## src/plc_stats_pkg.sv

```systemverilog
package plc_stats_pkg;

  // ==========================================================
  // timing
  localparam int unsigned CLK_PERIOD_NS = 25;
  localparam int unsigned TICK_PERIOD_NS = 10000;
  localparam logic [8:0] TICK_CYCLES = 9'(TICK_PERIOD_NS / CLK_PERIOD_NS);
  localparam logic [19:0] TB_MAX = 20'hF_FFFF;

  // ==========================================================
  // register indices (byte address is four times the index)
  localparam logic [15:0] IDX_TX_TIME0 = 16'hFE26;
  localparam logic [15:0] IDX_TX_TIME1 = 16'hFE27;
  localparam logic [15:0] IDX_TX_TIME2 = 16'hFE28;
  localparam logic [15:0] IDX_TX_TIME3 = 16'hFE29;
  localparam logic [15:0] IDX_STATUS = 16'hFE2A;
  localparam logic [15:0] IDX_FRAME0 = 16'hFE2D;
  localparam logic [15:0] IDX_CORR0 = 16'hFE31;
  localparam logic [15:0] IDX_RX_STRENGTH_MINIMUM = 16'hFE33;
  localparam logic [15:0] IDX_RX_STRENGTH_AVERAGE = 16'hFE34;
  localparam logic [15:0] IDX_RX_STRENGTH_MAXIMUM = 16'hFE35;
  localparam logic [15:0] IDX_INTERFERENCE_RATIO_MINIMUM = 16'hFE38;
  localparam logic [15:0] IDX_INTERFERENCE_RATIO_AVERAGE = 16'hFE39;
  localparam logic [15:0] IDX_INTERFERENCE_RATIO_MAXIMUM = 16'hFE3A;
  localparam logic [15:0] IDX_HDR_PEAK0 = 16'hFE3B;
  localparam logic [15:0] IDX_PAY_PEAK0 = 16'hFE3D;
  localparam logic [15:0] IDX_HDR_SUM0 = 16'hFE3F;
  localparam logic [15:0] IDX_TB0 = 16'hFE47;
  localparam logic [15:0] IDX_CONFIG = 16'hFE68;

  // ==========================================================
  // fields and reset values
  localparam int unsigned CFG_REF_MODE_BIT = 5;
  localparam int unsigned STATUS_TX_ORDER_BIT = 2;
  localparam logic TX_ORDER_RESET = 1'b1;
  localparam logic [7:0] STAT_MIN_RESET = 8'hFF;
  localparam logic [7:0] STAT_ZERO_RESET = 8'h00;
  localparam logic [19:0] SUM_SAT = 20'hF_FFFF;
  localparam int unsigned REF_DEPTH = 64;
  localparam int unsigned REF_AW = 6;

  // ==========================================================
  // records from the demodulator and divider states
  typedef struct packed {
    logic valid;
    logic [7:0] rssi;
    logic [7:0] cinr;
  } symbol_stat_t;

  typedef struct packed {
    logic valid;
    logic header;
    logic [15:0] evm;
  } carrier_evm_t;

  typedef struct packed {
    logic valid;
    logic [7:0] data;
    logic last;
  } beacon_byte_t;

  typedef enum logic [1:0] {
    ST_COLLECT = 2'b00,
    ST_DIVIDE = 2'b01,
    ST_PUBLISH = 2'b10
  } avg_state_t;

endpackage

```

## src/plc_rx_time_quality_stats.sv

```systemverilog
// Functional notes
// - 20-bit free-running time base, 10us unit
// - time base steps every 10us, wraps
// - preamble arrival captures time base value
// - timestamp left-aligned, low 12 bits zero
// - time base read as four left-aligned bytes
// - software writes to timers are ignored
// - chirp correlation level loaded at reception start
// - min, average, max signal strength per message
// - strength and ratio in quarter dB steps
// - min, average, max interference ratio per message
// - ratio measured against stored beacon table
// - load mode diverts beacon into the table
// - table load takes one cycle per byte
// - header peak error vector magnitude kept
// - payload peak error vector magnitude kept
// - magnitude format: 15:9 integer, 8:0 fraction
// - per-symbol sum of carrier magnitudes
// - header sum peak, 20 bits left-aligned
// - config bit switches load mode on and off
// - armed transmission starts when time base matches
//
// The Wishbone register port is this design's own decision.
`timescale 1ns/10ps
`default_nettype none

module plc_rx_time_quality_stats (
  input wire logic clk,
  input wire logic rst,
  input wire logic wb_cyc_i,
  input wire logic wb_stb_i,
  input wire logic wb_we_i,
  input wire logic [17:0] wb_adr_i,
  input wire logic [3:0] wb_sel_i,
  input wire logic [31:0] wb_dat_i,
  output logic [31:0] wb_dat_o,
  output logic wb_ack_o,
  input wire logic preamble_det,
  input wire logic rx_start,
  input wire logic [15:0] corr_level,
  input wire plc_stats_pkg::symbol_stat_t sym_stat,
  input wire plc_stats_pkg::carrier_evm_t carrier,
  input wire logic sym_done,
  input wire logic sym_header,
  input wire logic msg_end,
  input wire plc_stats_pkg::beacon_byte_t beacon,
  output plc_stats_pkg::beacon_byte_t line_byte,
  input wire logic [5:0] ref_rd_addr,
  output logic [7:0] ref_rd_data,
  output logic reference_load_mode,
  output logic tx_start
);

  // ==========================================================
  // time base
  logic [8:0] prescale_ff;
  logic tick_ff;
  logic [19:0] tb_ff;

  always_ff @(posedge clk)
  begin
    if (rst)
    begin
      prescale_ff <= 9'h000;
      tick_ff <= 1'b0;
    end
    else if (prescale_ff == plc_stats_pkg::TICK_CYCLES - 9'h001)
    begin
      prescale_ff <= 9'h000;
      tick_ff <= 1'b1;
    end
    else
    begin
      prescale_ff <= prescale_ff + 9'h001;
      tick_ff <= 1'b0;
    end
  end

  always_ff @(posedge clk)
  begin
    if (rst)
      tb_ff <= 20'h0_0000;
    else if (tick_ff)
      tb_ff <= (tb_ff == plc_stats_pkg::TB_MAX) ? 20'h0_0000 : tb_ff + 20'h0_0001;
  end

  // ==========================================================
  // arrival stamp and correlation level
  logic [19:0] frame_ff;
  logic [15:0] corr_ff;

  always_ff @(posedge clk)
  begin
    if (rst)
      frame_ff <= 20'h0_0000;
    else if (preamble_det)
      frame_ff <= tb_ff;
  end

  always_ff @(posedge clk)
  begin
    if (rst)
      corr_ff <= 16'h0000;
    else if (rx_start)
      corr_ff <= corr_level;
  end

  // ==========================================================
  // per-symbol strength and ratio, quarter dB codes pass unchanged
  logic [7:0] rx_strength_minimum_w_ff, rx_strength_maximum_w_ff, interference_ratio_minimum_w_ff, interference_ratio_maximum_w_ff;
  logic [15:0] rssi_sum_w_ff, cinr_sum_w_ff;
  logic [7:0] sym_cnt_w_ff;

  always_ff @(posedge clk)
  begin
    if (rst || msg_end)
    begin
      rx_strength_minimum_w_ff <= plc_stats_pkg::STAT_MIN_RESET;
      interference_ratio_minimum_w_ff <= plc_stats_pkg::STAT_MIN_RESET;
      rx_strength_maximum_w_ff <= plc_stats_pkg::STAT_ZERO_RESET;
      interference_ratio_maximum_w_ff <= plc_stats_pkg::STAT_ZERO_RESET;
      rssi_sum_w_ff <= 16'h0000;
      cinr_sum_w_ff <= 16'h0000;
      sym_cnt_w_ff <= 8'h00;
    end
    else if (sym_stat.valid && sym_cnt_w_ff != 8'hFF)
    begin
      // count saturates at 255 symbols so sums never overflow 16 bits
      if (sym_stat.rssi < rx_strength_minimum_w_ff)
        rx_strength_minimum_w_ff <= sym_stat.rssi;
      if (sym_stat.rssi > rx_strength_maximum_w_ff)
        rx_strength_maximum_w_ff <= sym_stat.rssi;
      if (sym_stat.cinr < interference_ratio_minimum_w_ff)
        interference_ratio_minimum_w_ff <= sym_stat.cinr;
      if (sym_stat.cinr > interference_ratio_maximum_w_ff)
        interference_ratio_maximum_w_ff <= sym_stat.cinr;
      rssi_sum_w_ff <= rssi_sum_w_ff + {8'h00, sym_stat.rssi};
      cinr_sum_w_ff <= cinr_sum_w_ff + {8'h00, sym_stat.cinr};
      sym_cnt_w_ff <= sym_cnt_w_ff + 8'h01;
    end
  end

  // ==========================================================
  // error vector magnitude tracking
  logic [15:0] hdr_peak_w_ff, pay_peak_w_ff;
  logic [19:0] sym_sum_ff, hdr_sum_peak_w_ff;
  logic [20:0] sum_ext;

  assign sum_ext = {1'b0, sym_sum_ff} + {5'h00, carrier.evm};

  always_ff @(posedge clk)
  begin
    if (rst || sym_done)
      sym_sum_ff <= 20'h0_0000;
    else if (carrier.valid)
      sym_sum_ff <= sum_ext[20] ? plc_stats_pkg::SUM_SAT : sum_ext[19:0];
  end

  always_ff @(posedge clk)
  begin
    if (rst || msg_end)
    begin
      hdr_peak_w_ff <= 16'h0000;
      pay_peak_w_ff <= 16'h0000;
    end
    else if (carrier.valid)
    begin
      // 16-bit code compared whole: integer 15:9 and fraction 8:0 order alike
      if (carrier.header && carrier.evm > hdr_peak_w_ff)
        hdr_peak_w_ff <= carrier.evm;
      if (!carrier.header && carrier.evm > pay_peak_w_ff)
        pay_peak_w_ff <= carrier.evm;
    end
  end

  always_ff @(posedge clk)
  begin
    if (rst || msg_end)
      hdr_sum_peak_w_ff <= 20'h0_0000;
    else if (sym_done && sym_header && sym_sum_ff > hdr_sum_peak_w_ff)
      hdr_sum_peak_w_ff <= sym_sum_ff;
  end

  // ==========================================================
  // published results, held until the next message ends
  logic [7:0] rx_strength_minimum_ff, rx_strength_maximum_ff, interference_ratio_minimum_ff, interference_ratio_maximum_ff;
  logic [15:0] hdr_peak_ff, pay_peak_ff;
  logic [19:0] hdr_sum_peak_ff;

  always_ff @(posedge clk)
  begin
    if (rst)
    begin
      rx_strength_minimum_ff <= plc_stats_pkg::STAT_MIN_RESET;
      interference_ratio_minimum_ff <= plc_stats_pkg::STAT_MIN_RESET;
      rx_strength_maximum_ff <= plc_stats_pkg::STAT_ZERO_RESET;
      interference_ratio_maximum_ff <= plc_stats_pkg::STAT_ZERO_RESET;
      hdr_peak_ff <= 16'h0000;
      pay_peak_ff <= 16'h0000;
      hdr_sum_peak_ff <= 20'h0_0000;
    end
    else if (msg_end)
    begin
      rx_strength_minimum_ff <= rx_strength_minimum_w_ff;
      rx_strength_maximum_ff <= rx_strength_maximum_w_ff;
      interference_ratio_minimum_ff <= interference_ratio_minimum_w_ff;
      interference_ratio_maximum_ff <= interference_ratio_maximum_w_ff;
      hdr_peak_ff <= hdr_peak_w_ff;
      pay_peak_ff <= pay_peak_w_ff;
      hdr_sum_peak_ff <= hdr_sum_peak_w_ff;
    end
  end

  // ==========================================================
  // averages by repeated subtraction; a slow divider is cheap and
  // its at most 256 cycles are far shorter than any message
  plc_stats_pkg::avg_state_t avg_state_ff;
  logic [15:0] rssi_rem_ff, cinr_rem_ff;
  logic [7:0] div_cnt_ff, rssi_quo_ff, cinr_quo_ff, rx_strength_average_ff, interference_ratio_average_ff;
  logic rssi_more, cinr_more;

  assign rssi_more = (div_cnt_ff != 8'h00) && (rssi_rem_ff >= {8'h00, div_cnt_ff}) && (rssi_quo_ff != 8'hFF);
  assign cinr_more = (div_cnt_ff != 8'h00) && (cinr_rem_ff >= {8'h00, div_cnt_ff}) && (cinr_quo_ff != 8'hFF);

  always_ff @(posedge clk)
  begin
    if (rst)
    begin
      avg_state_ff <= plc_stats_pkg::ST_COLLECT;
      rssi_rem_ff <= 16'h0000;
      cinr_rem_ff <= 16'h0000;
      div_cnt_ff <= 8'h00;
      rssi_quo_ff <= 8'h00;
      cinr_quo_ff <= 8'h00;
      rx_strength_average_ff <= plc_stats_pkg::STAT_ZERO_RESET;
      interference_ratio_average_ff <= plc_stats_pkg::STAT_ZERO_RESET;
    end
    else
    begin
      case (avg_state_ff)
        plc_stats_pkg::ST_COLLECT:
        begin
          if (msg_end)
          begin
            rssi_rem_ff <= rssi_sum_w_ff;
            cinr_rem_ff <= cinr_sum_w_ff;
            div_cnt_ff <= sym_cnt_w_ff;
            rssi_quo_ff <= 8'h00;
            cinr_quo_ff <= 8'h00;
            avg_state_ff <= plc_stats_pkg::ST_DIVIDE;
          end
        end
        plc_stats_pkg::ST_DIVIDE:
        begin
          if (rssi_more)
          begin
            rssi_rem_ff <= rssi_rem_ff - {8'h00, div_cnt_ff};
            rssi_quo_ff <= rssi_quo_ff + 8'h01;
          end
          if (cinr_more)
          begin
            cinr_rem_ff <= cinr_rem_ff - {8'h00, div_cnt_ff};
            cinr_quo_ff <= cinr_quo_ff + 8'h01;
          end
          if (!rssi_more && !cinr_more)
            avg_state_ff <= plc_stats_pkg::ST_PUBLISH;
        end
        plc_stats_pkg::ST_PUBLISH:
        begin
          rx_strength_average_ff <= rssi_quo_ff;
          interference_ratio_average_ff <= cinr_quo_ff;
          avg_state_ff <= plc_stats_pkg::ST_COLLECT;
        end
        default:
          avg_state_ff <= plc_stats_pkg::ST_COLLECT;
      endcase
    end
  end

  // ==========================================================
  // register writes and transmit scheduling
  logic access;
  logic wr_en;
  logic [15:0] idx;
  logic ref_mode_ff;
  logic tx_order_ff, tx_started_ff, tx_start_ff;
  logic [19:0] tx_time_ff;

  assign access = wb_cyc_i && wb_stb_i && !wb_ack_o;
  assign wr_en = access && wb_we_i && wb_sel_i[0];
  assign idx = wb_adr_i[17:2];

  always_ff @(posedge clk)
  begin
    if (rst)
    begin
      ref_mode_ff <= 1'b0;
      tx_order_ff <= plc_stats_pkg::TX_ORDER_RESET;
      tx_time_ff <= 20'h0_0000;
    end
    else if (wr_en)
    begin
      // timer and statistics indices have no write path here
      case (idx)
        plc_stats_pkg::IDX_CONFIG: ref_mode_ff <= wb_dat_i[plc_stats_pkg::CFG_REF_MODE_BIT];
        plc_stats_pkg::IDX_STATUS: tx_order_ff <= wb_dat_i[plc_stats_pkg::STATUS_TX_ORDER_BIT];
        plc_stats_pkg::IDX_TX_TIME0: tx_time_ff[19:12] <= wb_dat_i[7:0];
        plc_stats_pkg::IDX_TX_TIME1: tx_time_ff[11:4] <= wb_dat_i[7:0];
        plc_stats_pkg::IDX_TX_TIME2: tx_time_ff[3:0] <= wb_dat_i[7:4];
        default: ;
      endcase
    end
  end

  always_ff @(posedge clk)
  begin
    if (rst)
    begin
      tx_started_ff <= 1'b0;
      tx_start_ff <= 1'b0;
    end
    else
    begin
      tx_start_ff <= 1'b0;
      // a status write re-arms; a match in the same cycle still wins
      if (wr_en && idx == plc_stats_pkg::IDX_STATUS)
        tx_started_ff <= 1'b0;
      if (!tx_order_ff && !tx_started_ff && tb_ff == tx_time_ff)
      begin
        tx_started_ff <= 1'b1;
        tx_start_ff <= 1'b1;
      end
    end
  end

  // ==========================================================
  // beacon reference table
  logic [7:0] ref_table [plc_stats_pkg::REF_DEPTH];
  logic [5:0] ref_wr_addr_ff;
  logic [7:0] ref_rd_data_ff;
  plc_stats_pkg::beacon_byte_t line_ff;

  always_ff @(posedge clk)
  begin
    if (beacon.valid && ref_mode_ff)
      ref_table[ref_wr_addr_ff] <= beacon.data;
    ref_rd_data_ff <= ref_table[ref_rd_addr];
  end

  always_ff @(posedge clk)
  begin
    if (rst)
      ref_wr_addr_ff <= 6'h00;
    else if (beacon.valid && ref_mode_ff)
      ref_wr_addr_ff <= beacon.last ? 6'h00 : ref_wr_addr_ff + 6'h01;
  end

  always_ff @(posedge clk)
  begin
    if (rst)
      line_ff <= '0;
    else
    begin
      line_ff <= beacon;
      line_ff.valid <= beacon.valid && !ref_mode_ff;
    end
  end

  // ==========================================================
  // register reads; unmapped indices read zero and still ack
  logic [7:0] nxt_rd_byte;
  logic [31:0] rd_data_ff;
  logic ack_ff;

  always_comb
  begin
    nxt_rd_byte = 8'h00;
    case (idx)
      plc_stats_pkg::IDX_TX_TIME0: nxt_rd_byte = tx_time_ff[19:12];
      plc_stats_pkg::IDX_TX_TIME1: nxt_rd_byte = tx_time_ff[11:4];
      plc_stats_pkg::IDX_TX_TIME2: nxt_rd_byte = {tx_time_ff[3:0], 4'h0};
      plc_stats_pkg::IDX_STATUS: nxt_rd_byte = {5'h00, !tx_started_ff, 2'h0};
      plc_stats_pkg::IDX_FRAME0: nxt_rd_byte = frame_ff[19:12];
      plc_stats_pkg::IDX_FRAME0 + 16'h0001: nxt_rd_byte = frame_ff[11:4];
      plc_stats_pkg::IDX_FRAME0 + 16'h0002: nxt_rd_byte = {frame_ff[3:0], 4'h0};
      plc_stats_pkg::IDX_CORR0: nxt_rd_byte = corr_ff[15:8];
      plc_stats_pkg::IDX_CORR0 + 16'h0001: nxt_rd_byte = corr_ff[7:0];
      plc_stats_pkg::IDX_RX_STRENGTH_MINIMUM: nxt_rd_byte = rx_strength_minimum_ff;
      plc_stats_pkg::IDX_RX_STRENGTH_AVERAGE: nxt_rd_byte = rx_strength_average_ff;
      plc_stats_pkg::IDX_RX_STRENGTH_MAXIMUM: nxt_rd_byte = rx_strength_maximum_ff;
      plc_stats_pkg::IDX_INTERFERENCE_RATIO_MINIMUM: nxt_rd_byte = interference_ratio_minimum_ff;
      plc_stats_pkg::IDX_INTERFERENCE_RATIO_AVERAGE: nxt_rd_byte = interference_ratio_average_ff;
      plc_stats_pkg::IDX_INTERFERENCE_RATIO_MAXIMUM: nxt_rd_byte = interference_ratio_maximum_ff;
      plc_stats_pkg::IDX_HDR_PEAK0: nxt_rd_byte = hdr_peak_ff[15:8];
      plc_stats_pkg::IDX_HDR_PEAK0 + 16'h0001: nxt_rd_byte = hdr_peak_ff[7:0];
      plc_stats_pkg::IDX_PAY_PEAK0: nxt_rd_byte = pay_peak_ff[15:8];
      plc_stats_pkg::IDX_PAY_PEAK0 + 16'h0001: nxt_rd_byte = pay_peak_ff[7:0];
      plc_stats_pkg::IDX_HDR_SUM0: nxt_rd_byte = hdr_sum_peak_ff[19:12];
      plc_stats_pkg::IDX_HDR_SUM0 + 16'h0001: nxt_rd_byte = hdr_sum_peak_ff[11:4];
      plc_stats_pkg::IDX_HDR_SUM0 + 16'h0002: nxt_rd_byte = {hdr_sum_peak_ff[3:0], 4'h0};
      plc_stats_pkg::IDX_TB0: nxt_rd_byte = tb_ff[19:12];
      plc_stats_pkg::IDX_TB0 + 16'h0001: nxt_rd_byte = tb_ff[11:4];
      plc_stats_pkg::IDX_TB0 + 16'h0002: nxt_rd_byte = {tb_ff[3:0], 4'h0};
      plc_stats_pkg::IDX_CONFIG: nxt_rd_byte = {2'h0, ref_mode_ff, 5'h00};
      default: nxt_rd_byte = 8'h00;
    endcase
  end

  always_ff @(posedge clk)
  begin
    if (rst)
    begin
      ack_ff <= 1'b0;
      rd_data_ff <= 32'h0000_0000;
    end
    else
    begin
      ack_ff <= access;
      if (access)
        rd_data_ff <= {24'h00_0000, nxt_rd_byte};
    end
  end

  assign wb_ack_o = ack_ff;
  assign wb_dat_o = rd_data_ff;
  assign line_byte = line_ff;
  assign ref_rd_data = ref_rd_data_ff;
  assign reference_load_mode = ref_mode_ff;
  assign tx_start = tx_start_ff;

endmodule // plc_rx_time_quality_stats

`default_nettype wire

```

## config.mk

```make
export PLATFORM = sky130hd
export DESIGN_NAME = plc_rx_time_quality_stats
export DESIGN_NICKNAME = d
export VERILOG_FILES = /design/src/plc_stats_pkg.sv /design/src/plc_rx_time_quality_stats.sv
export SDC_FILE = /design/constraint.sdc
export NUM_CORES = 2
export LEC_CHECK = 0
export ABC_AREA = 1
export ABC_CLOCK_PERIOD_IN_PS = 3120
export CORE_UTILIZATION = 59
export CTS_BUF_LIST = sky130_fd_sc_hd__clkbuf_4 sky130_fd_sc_hd__clkbuf_8
export DETAILED_ROUTE_END_ITERATION = 12
export DONT_BUFFER_PORTS = 1
export PLACE_DENSITY = 0.75
export RECOVER_POWER = 25
export SYNTH_ARGS = -nofsm -noshare
export SYNTH_HDL_FRONTEND = slang
export SYNTH_SLANG_ARGS = --single-unit
```

## constraint.sdc

```tcl
create_clock -name clk -period 3.12 [get_ports clk]
set_input_delay 0 -clock clk [delete_from_list [all_inputs] [get_ports clk]]
set_output_delay 0 -clock clk [all_outputs]
set_load 0.05 [all_outputs]
```

## After elaboration in Yosys (flattened, before gate mapping)

Memories as Yosys holds them, arrays and structs flattened. A register that Yosys moved wholly into a read port is not among the register bits.
Cells that the tools add are included.

- Memory bits (writable): 512
- Word-level logic and storage cells: 175
- Output and inout port bits: 53
- Memories: 1
- Bits in registers: 417
- Bits of input ports: 131

Memories:

| name | words | bits a word | read ports | clocked after memory_dff | write ports | line | source |
|---|---|---|---|---|---|---|---|
| ref_table | 64 | 8 | 1 | 1 | 1 | plc_rx_time_quality_stats.sv:338 | `logic [7:0] ref_table [plc_stats_pkg::REF_DEPTH];` |

- Eq/ne operators: 38
- Reductions and logical operators: 48
- Muxes and demuxes: 24
- Magnitude comparators: 9
- Add/subtract/negate cells: 11

Operator list:

| kind | count |
|---|---|
| 16-bit equality test, second input constant | 26 |
| 8-bit one-hot mux with 26 select lines | 1 |
| 16-bit two-way mux | 4 |
| 16-bit one-hot mux with 2 select lines | 2 |
| 20-bit two-way mux | 2 |
| 16-bit by 8-bit adder with 16-bit output | 2 |
| 16-bit by 8-bit >= comparator with 1-bit output | 2 |
| 16-bit > comparator | 2 |
| 8-bit one-hot mux with 2 select lines | 2 |
| 16-bit by 8-bit subtractor with 16-bit output | 2 |
| 2-bit AND reduction | 13 |
| 8-bit by 1-bit adder with 8-bit output, second input constant | 3 |
| 8-bit two-way mux | 3 |
| 8-bit inequality test, second input constant | 3 |
| 20-bit by 16-bit adder with 21-bit output | 1 |
| 20-bit by 1-bit adder with 20-bit output, second input constant | 1 |
| 20-bit equality test | 1 |
| 20-bit equality test, second input constant | 1 |
| 20-bit > comparator | 1 |
| 1-bit logical AND | 19 |
| 8-bit > comparator | 2 |
| 8-bit < comparator | 2 |
| 9-bit by 1-bit adder with 9-bit output, second input constant | 1 |
| 9-bit equality test, second input constant | 1 |
| other kinds (15) | 33 |

## Depth between registers and ports, before layout

- Depth after elaboration: 7
- Mapped depth: 14
- Depth with buffers taken out: 14

## Least setup slack after synthesis

No wires, ideal clock.

- Path type: reg2reg
- Start point: register ref_mode_ff (netlist: reference_load_mode)
- End point: memory ref_table[42][0], enable pin
- Slack: 658 ps
- Data required time: 2725 ps
- Stages on the path, launching flop included: 6
- Clock period less this slack: 2462 ps
- Arrival: 2067 ps
- Setup time: 395 ps
- Path buffers: 1
- Path through: dfxtp_1 -> nand2_1 -> buf_2 -> nor3_1 -> inv_1 -> nor4_1

- Longest elaborated chain between the ends: 3

Ends and longest elaborated chain:

| element | line | source |
|---|---|---|
| start, declared | plc_rx_time_quality_stats.sv:285 | `logic ref_mode_ff;` |
| start signal, assigned | plc_rx_time_quality_stats.sv:305 | `plc_stats_pkg::IDX_CONFIG: ref_mode_ff <= wb_dat_i[plc_stats_pkg::CFG_REF_MODE_BIT];` |
| 1-bit logical AND | plc_rx_time_quality_stats.sv:345 | `if (beacon.valid && ref_mode_ff)` |
| 1-bit two-way mux | plc_rx_time_quality_stats.sv:345 |  |
| 1-bit two-way mux (not written as such) | plc_rx_time_quality_stats.sv:346 | `ref_table[ref_wr_addr_ff] <= beacon.data;` |
| end, declared | plc_rx_time_quality_stats.sv:338 |  |

Every way passes these cells.

==> results.txt <==
----------------------------------------------------
[Pwr]
  VDD IR max ... 0.000444 V
  Leakage power ... 18.8 nW
  Power per cell area ... 619 mW/mm^2

[Layout]
  Share of post-route cells with drive strength above 1 ... 0.0844
  Final non-filler cell area ... 0.0493 mm^2
  Number of fill cells in the layout ... 5580
  Post-layout nets ... 5294
  Final Non-Filler Cells ... 6107
  Layout Area Growth over Synthesis ... 13.7%

[Placement]
  Placed cells ... 5601
  Standard cell area after detailed placement ... 0.0438 mm^2
  Number of port buffers ... 0
  Last weighted congestion value of the routability-driven placer ... 0.935
  Estimated wirelength of the detail-placed design ... 72900 um

[Critical path]
  Crit path capture type ... flip-flop
  Startpoint type of the worst setup path ... input port
  Start-to-end type of the worst setup path ... input port to flip-flop
  Critical path required time ... 3.86 ns
  Worst endpoint data arrival time ... 4.04 ns
  Max FO, Critical Path ... 231
  R2R depth ... 13

[Global route]
  Total global routing track utilization ... 0.320
  Vias in the first global route ... 34100
  Maximum number of pins on one net before global-route repair ... 232
  Final global-route overflow total ... 0
  First-pass GRT wire length ... 186000 um
  Number of antenna violations at the first check in global routing ... 1

[Timing]
  Post-Route Setup TNS ... -0.186 ns
  Least-Margin Pin Slew ... 3.40 ns
  Layout Skew ... 0.0423 ns
  Final worst-path cycle share ... 1.06
  Count of pins over their slew limit ... 528
  Post-route worst hold slack ... 0.0175 ns
  Final Worst Setup Slack ... -0.186 ns
  Maximum clock frequency ... 303 MHz
  Slew HR ... -1.27
  Endpoints failing setup ... 1
  Period minus WS final ... 3.31 ns
  Final-report hold violation count ... 0
  Unrepaired setup endpoints after global routing ... false

[Clock tree]
  Buffer type at the clock tree root ... clkbuf_8
  Post-CTS setup buffer count ... 0
  Clk slew on worst S/H paths ... 0.06 ns
  CTS max path bufs ... 3
  Clock H-tree levels ... 4
  Clock latency on the worst-skew pair ... 0.82 ns
  Number of CTS-inserted buffers ... 153
  TritonCTS clock tree ... yes
  CTS sink cnt ... 937

[Detailed routing]
  DR WL/cell ... 19.7 um
  Total routed wirelength ... 121000 um
  Length of the first detailed-routing pass in iterations ... 7
  # DRC ... 0
  Vias post-DR ... 35800
  DR vias/cell ... 5.86
  Number of nets with antenna violations after detailed routing ... 0
  Violation count after the first detailed-routing iteration ... 3700

[Logic synthesis]
  Cell taking the most area after synthesis ... edfxtp_1
  Count of cell types in the netlist ... 62
  Fraction of registers with async set or reset after synthesis ... 0
  Synth Instances ... 4820
  Area of the mapped netlist ... 0.0434 mm^2
  Post-synth top cells ... 715 x nor2_1, 641 x nand2_1, 626 x o21ai_0
  Number of enable flip-flop cells after synthesis ... 512
  Yosys warning total ... 0
  Most common cell in the netlist ... nor2_1
  Synth top area cells ... edfxtp_1 35%, dfxtp_1 20%, o21ai_0 7.2%
  Synthesized area divided by synthesized cell count ... 9.00 um^2
  Sequential fraction of the synthesis area ... 0.551
  Area fraction of the dominant cell type after synthesis ... 0.354
  Total of flip-flops plus latches after synthesis ... 937
  Most frequently used flop master after synthesis ... edfxtp_1

[Floorplan]
  Die extent in x ... 273 um
  Overall die area ... 0.0746 mm^2
  Placeable core region ... 0.0728 mm^2
  Y dimension of the die ... 273 um
  # IOs ... 184
  Count of standard-cell rows ... 99
  Initial core utilization ... 0.596

[Min path]
  Class of the tightest hold or removal check ... input port to flip-flop
  Number of stages on the worst hold path ... 7

[Run status]
  Outcome ... complete, but fails checks
  Violations in the final reports ... capacitance limit, slew limit, setup timing

[Run]
  Maximum Capacitance Violations ... 8

----------------------------------------------------
[report_power, final]
group / switching [mW] / leakage, nW / internal (mW)
Combinational: 3.65 / 9.02 / 1.91
Clock: 4.99 / 1.70 / 6.07
Sequential: 0.428 / 8.07 / 13.5
Total: 9.06 / 18.8 / 21.5
[registers in the layout, indices dropped and copies added (netlist names), 9 cells and up]
signal and cells:
pay_peak_w_ff 16, hdr_peak_w_ff 16, line_byte 10, cinr_rem_ff 16, tx_time_ff 20, ref_table 512, hdr_sum_peak_w_ff 20, sym_sum_ff 20
hdr_sum_peak_ff 20, cinr_sum_w_ff 16, prescale_ff 9, rssi_rem_ff 16, tb_ff 20, frame_ff 20, pay_peak_ff 16, rssi_sum_w_ff 16
corr_ff 16, hdr_peak_ff 16
[worst paths after layout]
check | from | end | slack, ns
setup / recovery | ref_rd_addr[0] | ref_rd_data[4] | -0.19
hold / removal | carrier[13] | pay_peak_w_ff[9] | 0.02
setup reg to reg | ref_table[54][4] | ref_rd_data[4] | 0.09
hold reg to reg | prescale_ff[0] | prescale_ff[0] | 0.45
[timing repair]
| item | CTS | global route |
|---|---|---|
| endpoints found under the setup margin | 0 | 9 |
| hold buffers | 225 | 1 |
| endpoints found under the hold margin | 924 | 4 |
| resized for setup | 0 | 8 |
[cell usage in the layout, fill, tap and decap left out, types with 51 or more instances in the layout]
cell type	n
edfxtp_1	512
a21oi_1	375
o21ai_0	624
nor2_1	715
clkbuf_4	55
clkbuf_8	182
dlygate4sd3_1	210
ha_1	136
nand2_1	640
buf_4	57
inv_1	326
dfxtp_1	424
nand4_1	51
o22ai_1	131
nand3_1	270
[per-layer routing]
layer / share of wire / global-route usage / vias up
met2: 0.47 / 0.528 / 1605
met1: 0.40 / 0.406 / 16800
met4: 0.047 / 0.158 / 0
met3: 0.080 / 0.0574 / 353
li1: - / - / 17000
met5: 0 / 0 / -
[logic make-up (layout without fill, tap and decap cells)]
logic type | Yosys count | after routing | synth area share
muxes | 1 | 1 | 0.000231
xor gates and xnor gates | 55 | 55 | 0.0111
DFF | 937 | 937 | 0.551
adders and majority gates | 141 | 141 | 0.0415
AOI/OAI and AO/OA | 1271 | 1271 | 0.157
buffers and inverters | 612 | 914 | 0.0628
and+or+nand+nor | 1802 | 1802 | 0.177
other | 1 | 27 | 0.0000864
[critical path, stage by stage]
cell           delay [ns]
inv_6                0.60
buf_12               0.32
buf_4                0.22
o21ai_0              0.09
o22ai_1              0.19
o21ai_0              0.10
o21ai_0              0.14
nand2_1              0.06
dlygate4sd3_1        0.58
nand2_1              0.06
dlygate4sd3_1        0.55
nand2_1              0.06
nand2_1              0.09
dlygate4sd3_1        0.56
[metrics by stage]
| step | util | setup WS, ns | total power, mW |
|---|---|---|---|
| global route | 0.677 | 0.00144 | 31.9 |
| floorplan | - | 0.658 | 18.3 |
| detailed placement | 0.602 | 0.713 | 19.1 |
| finish | 0.677 | -0.186 | 30.5 |
| CTS | 0.680 | 0.0274 | 30.5 |
| global placement | 0.602 | 0.749 | 19.0 |
[layout make-up]
class / instances / area [um^2] / area share
flip-flops and latches: 937 / 23900 / 0.484
clock buffers: 237 / 2920 / 0.0591
well taps: 959 / 1200 / 0.0243
diodes: 3 / 7.51 / 0.000152
clock inverters: 41 / 283 / 0.00573
repair buffers: 290 / 2860 / 0.0580
inverters: 346 / 1310 / 0.0266
multi-input cells: 3294 / 16900 / 0.342
No activity file was read; power rests on OpenSTA's default activity.
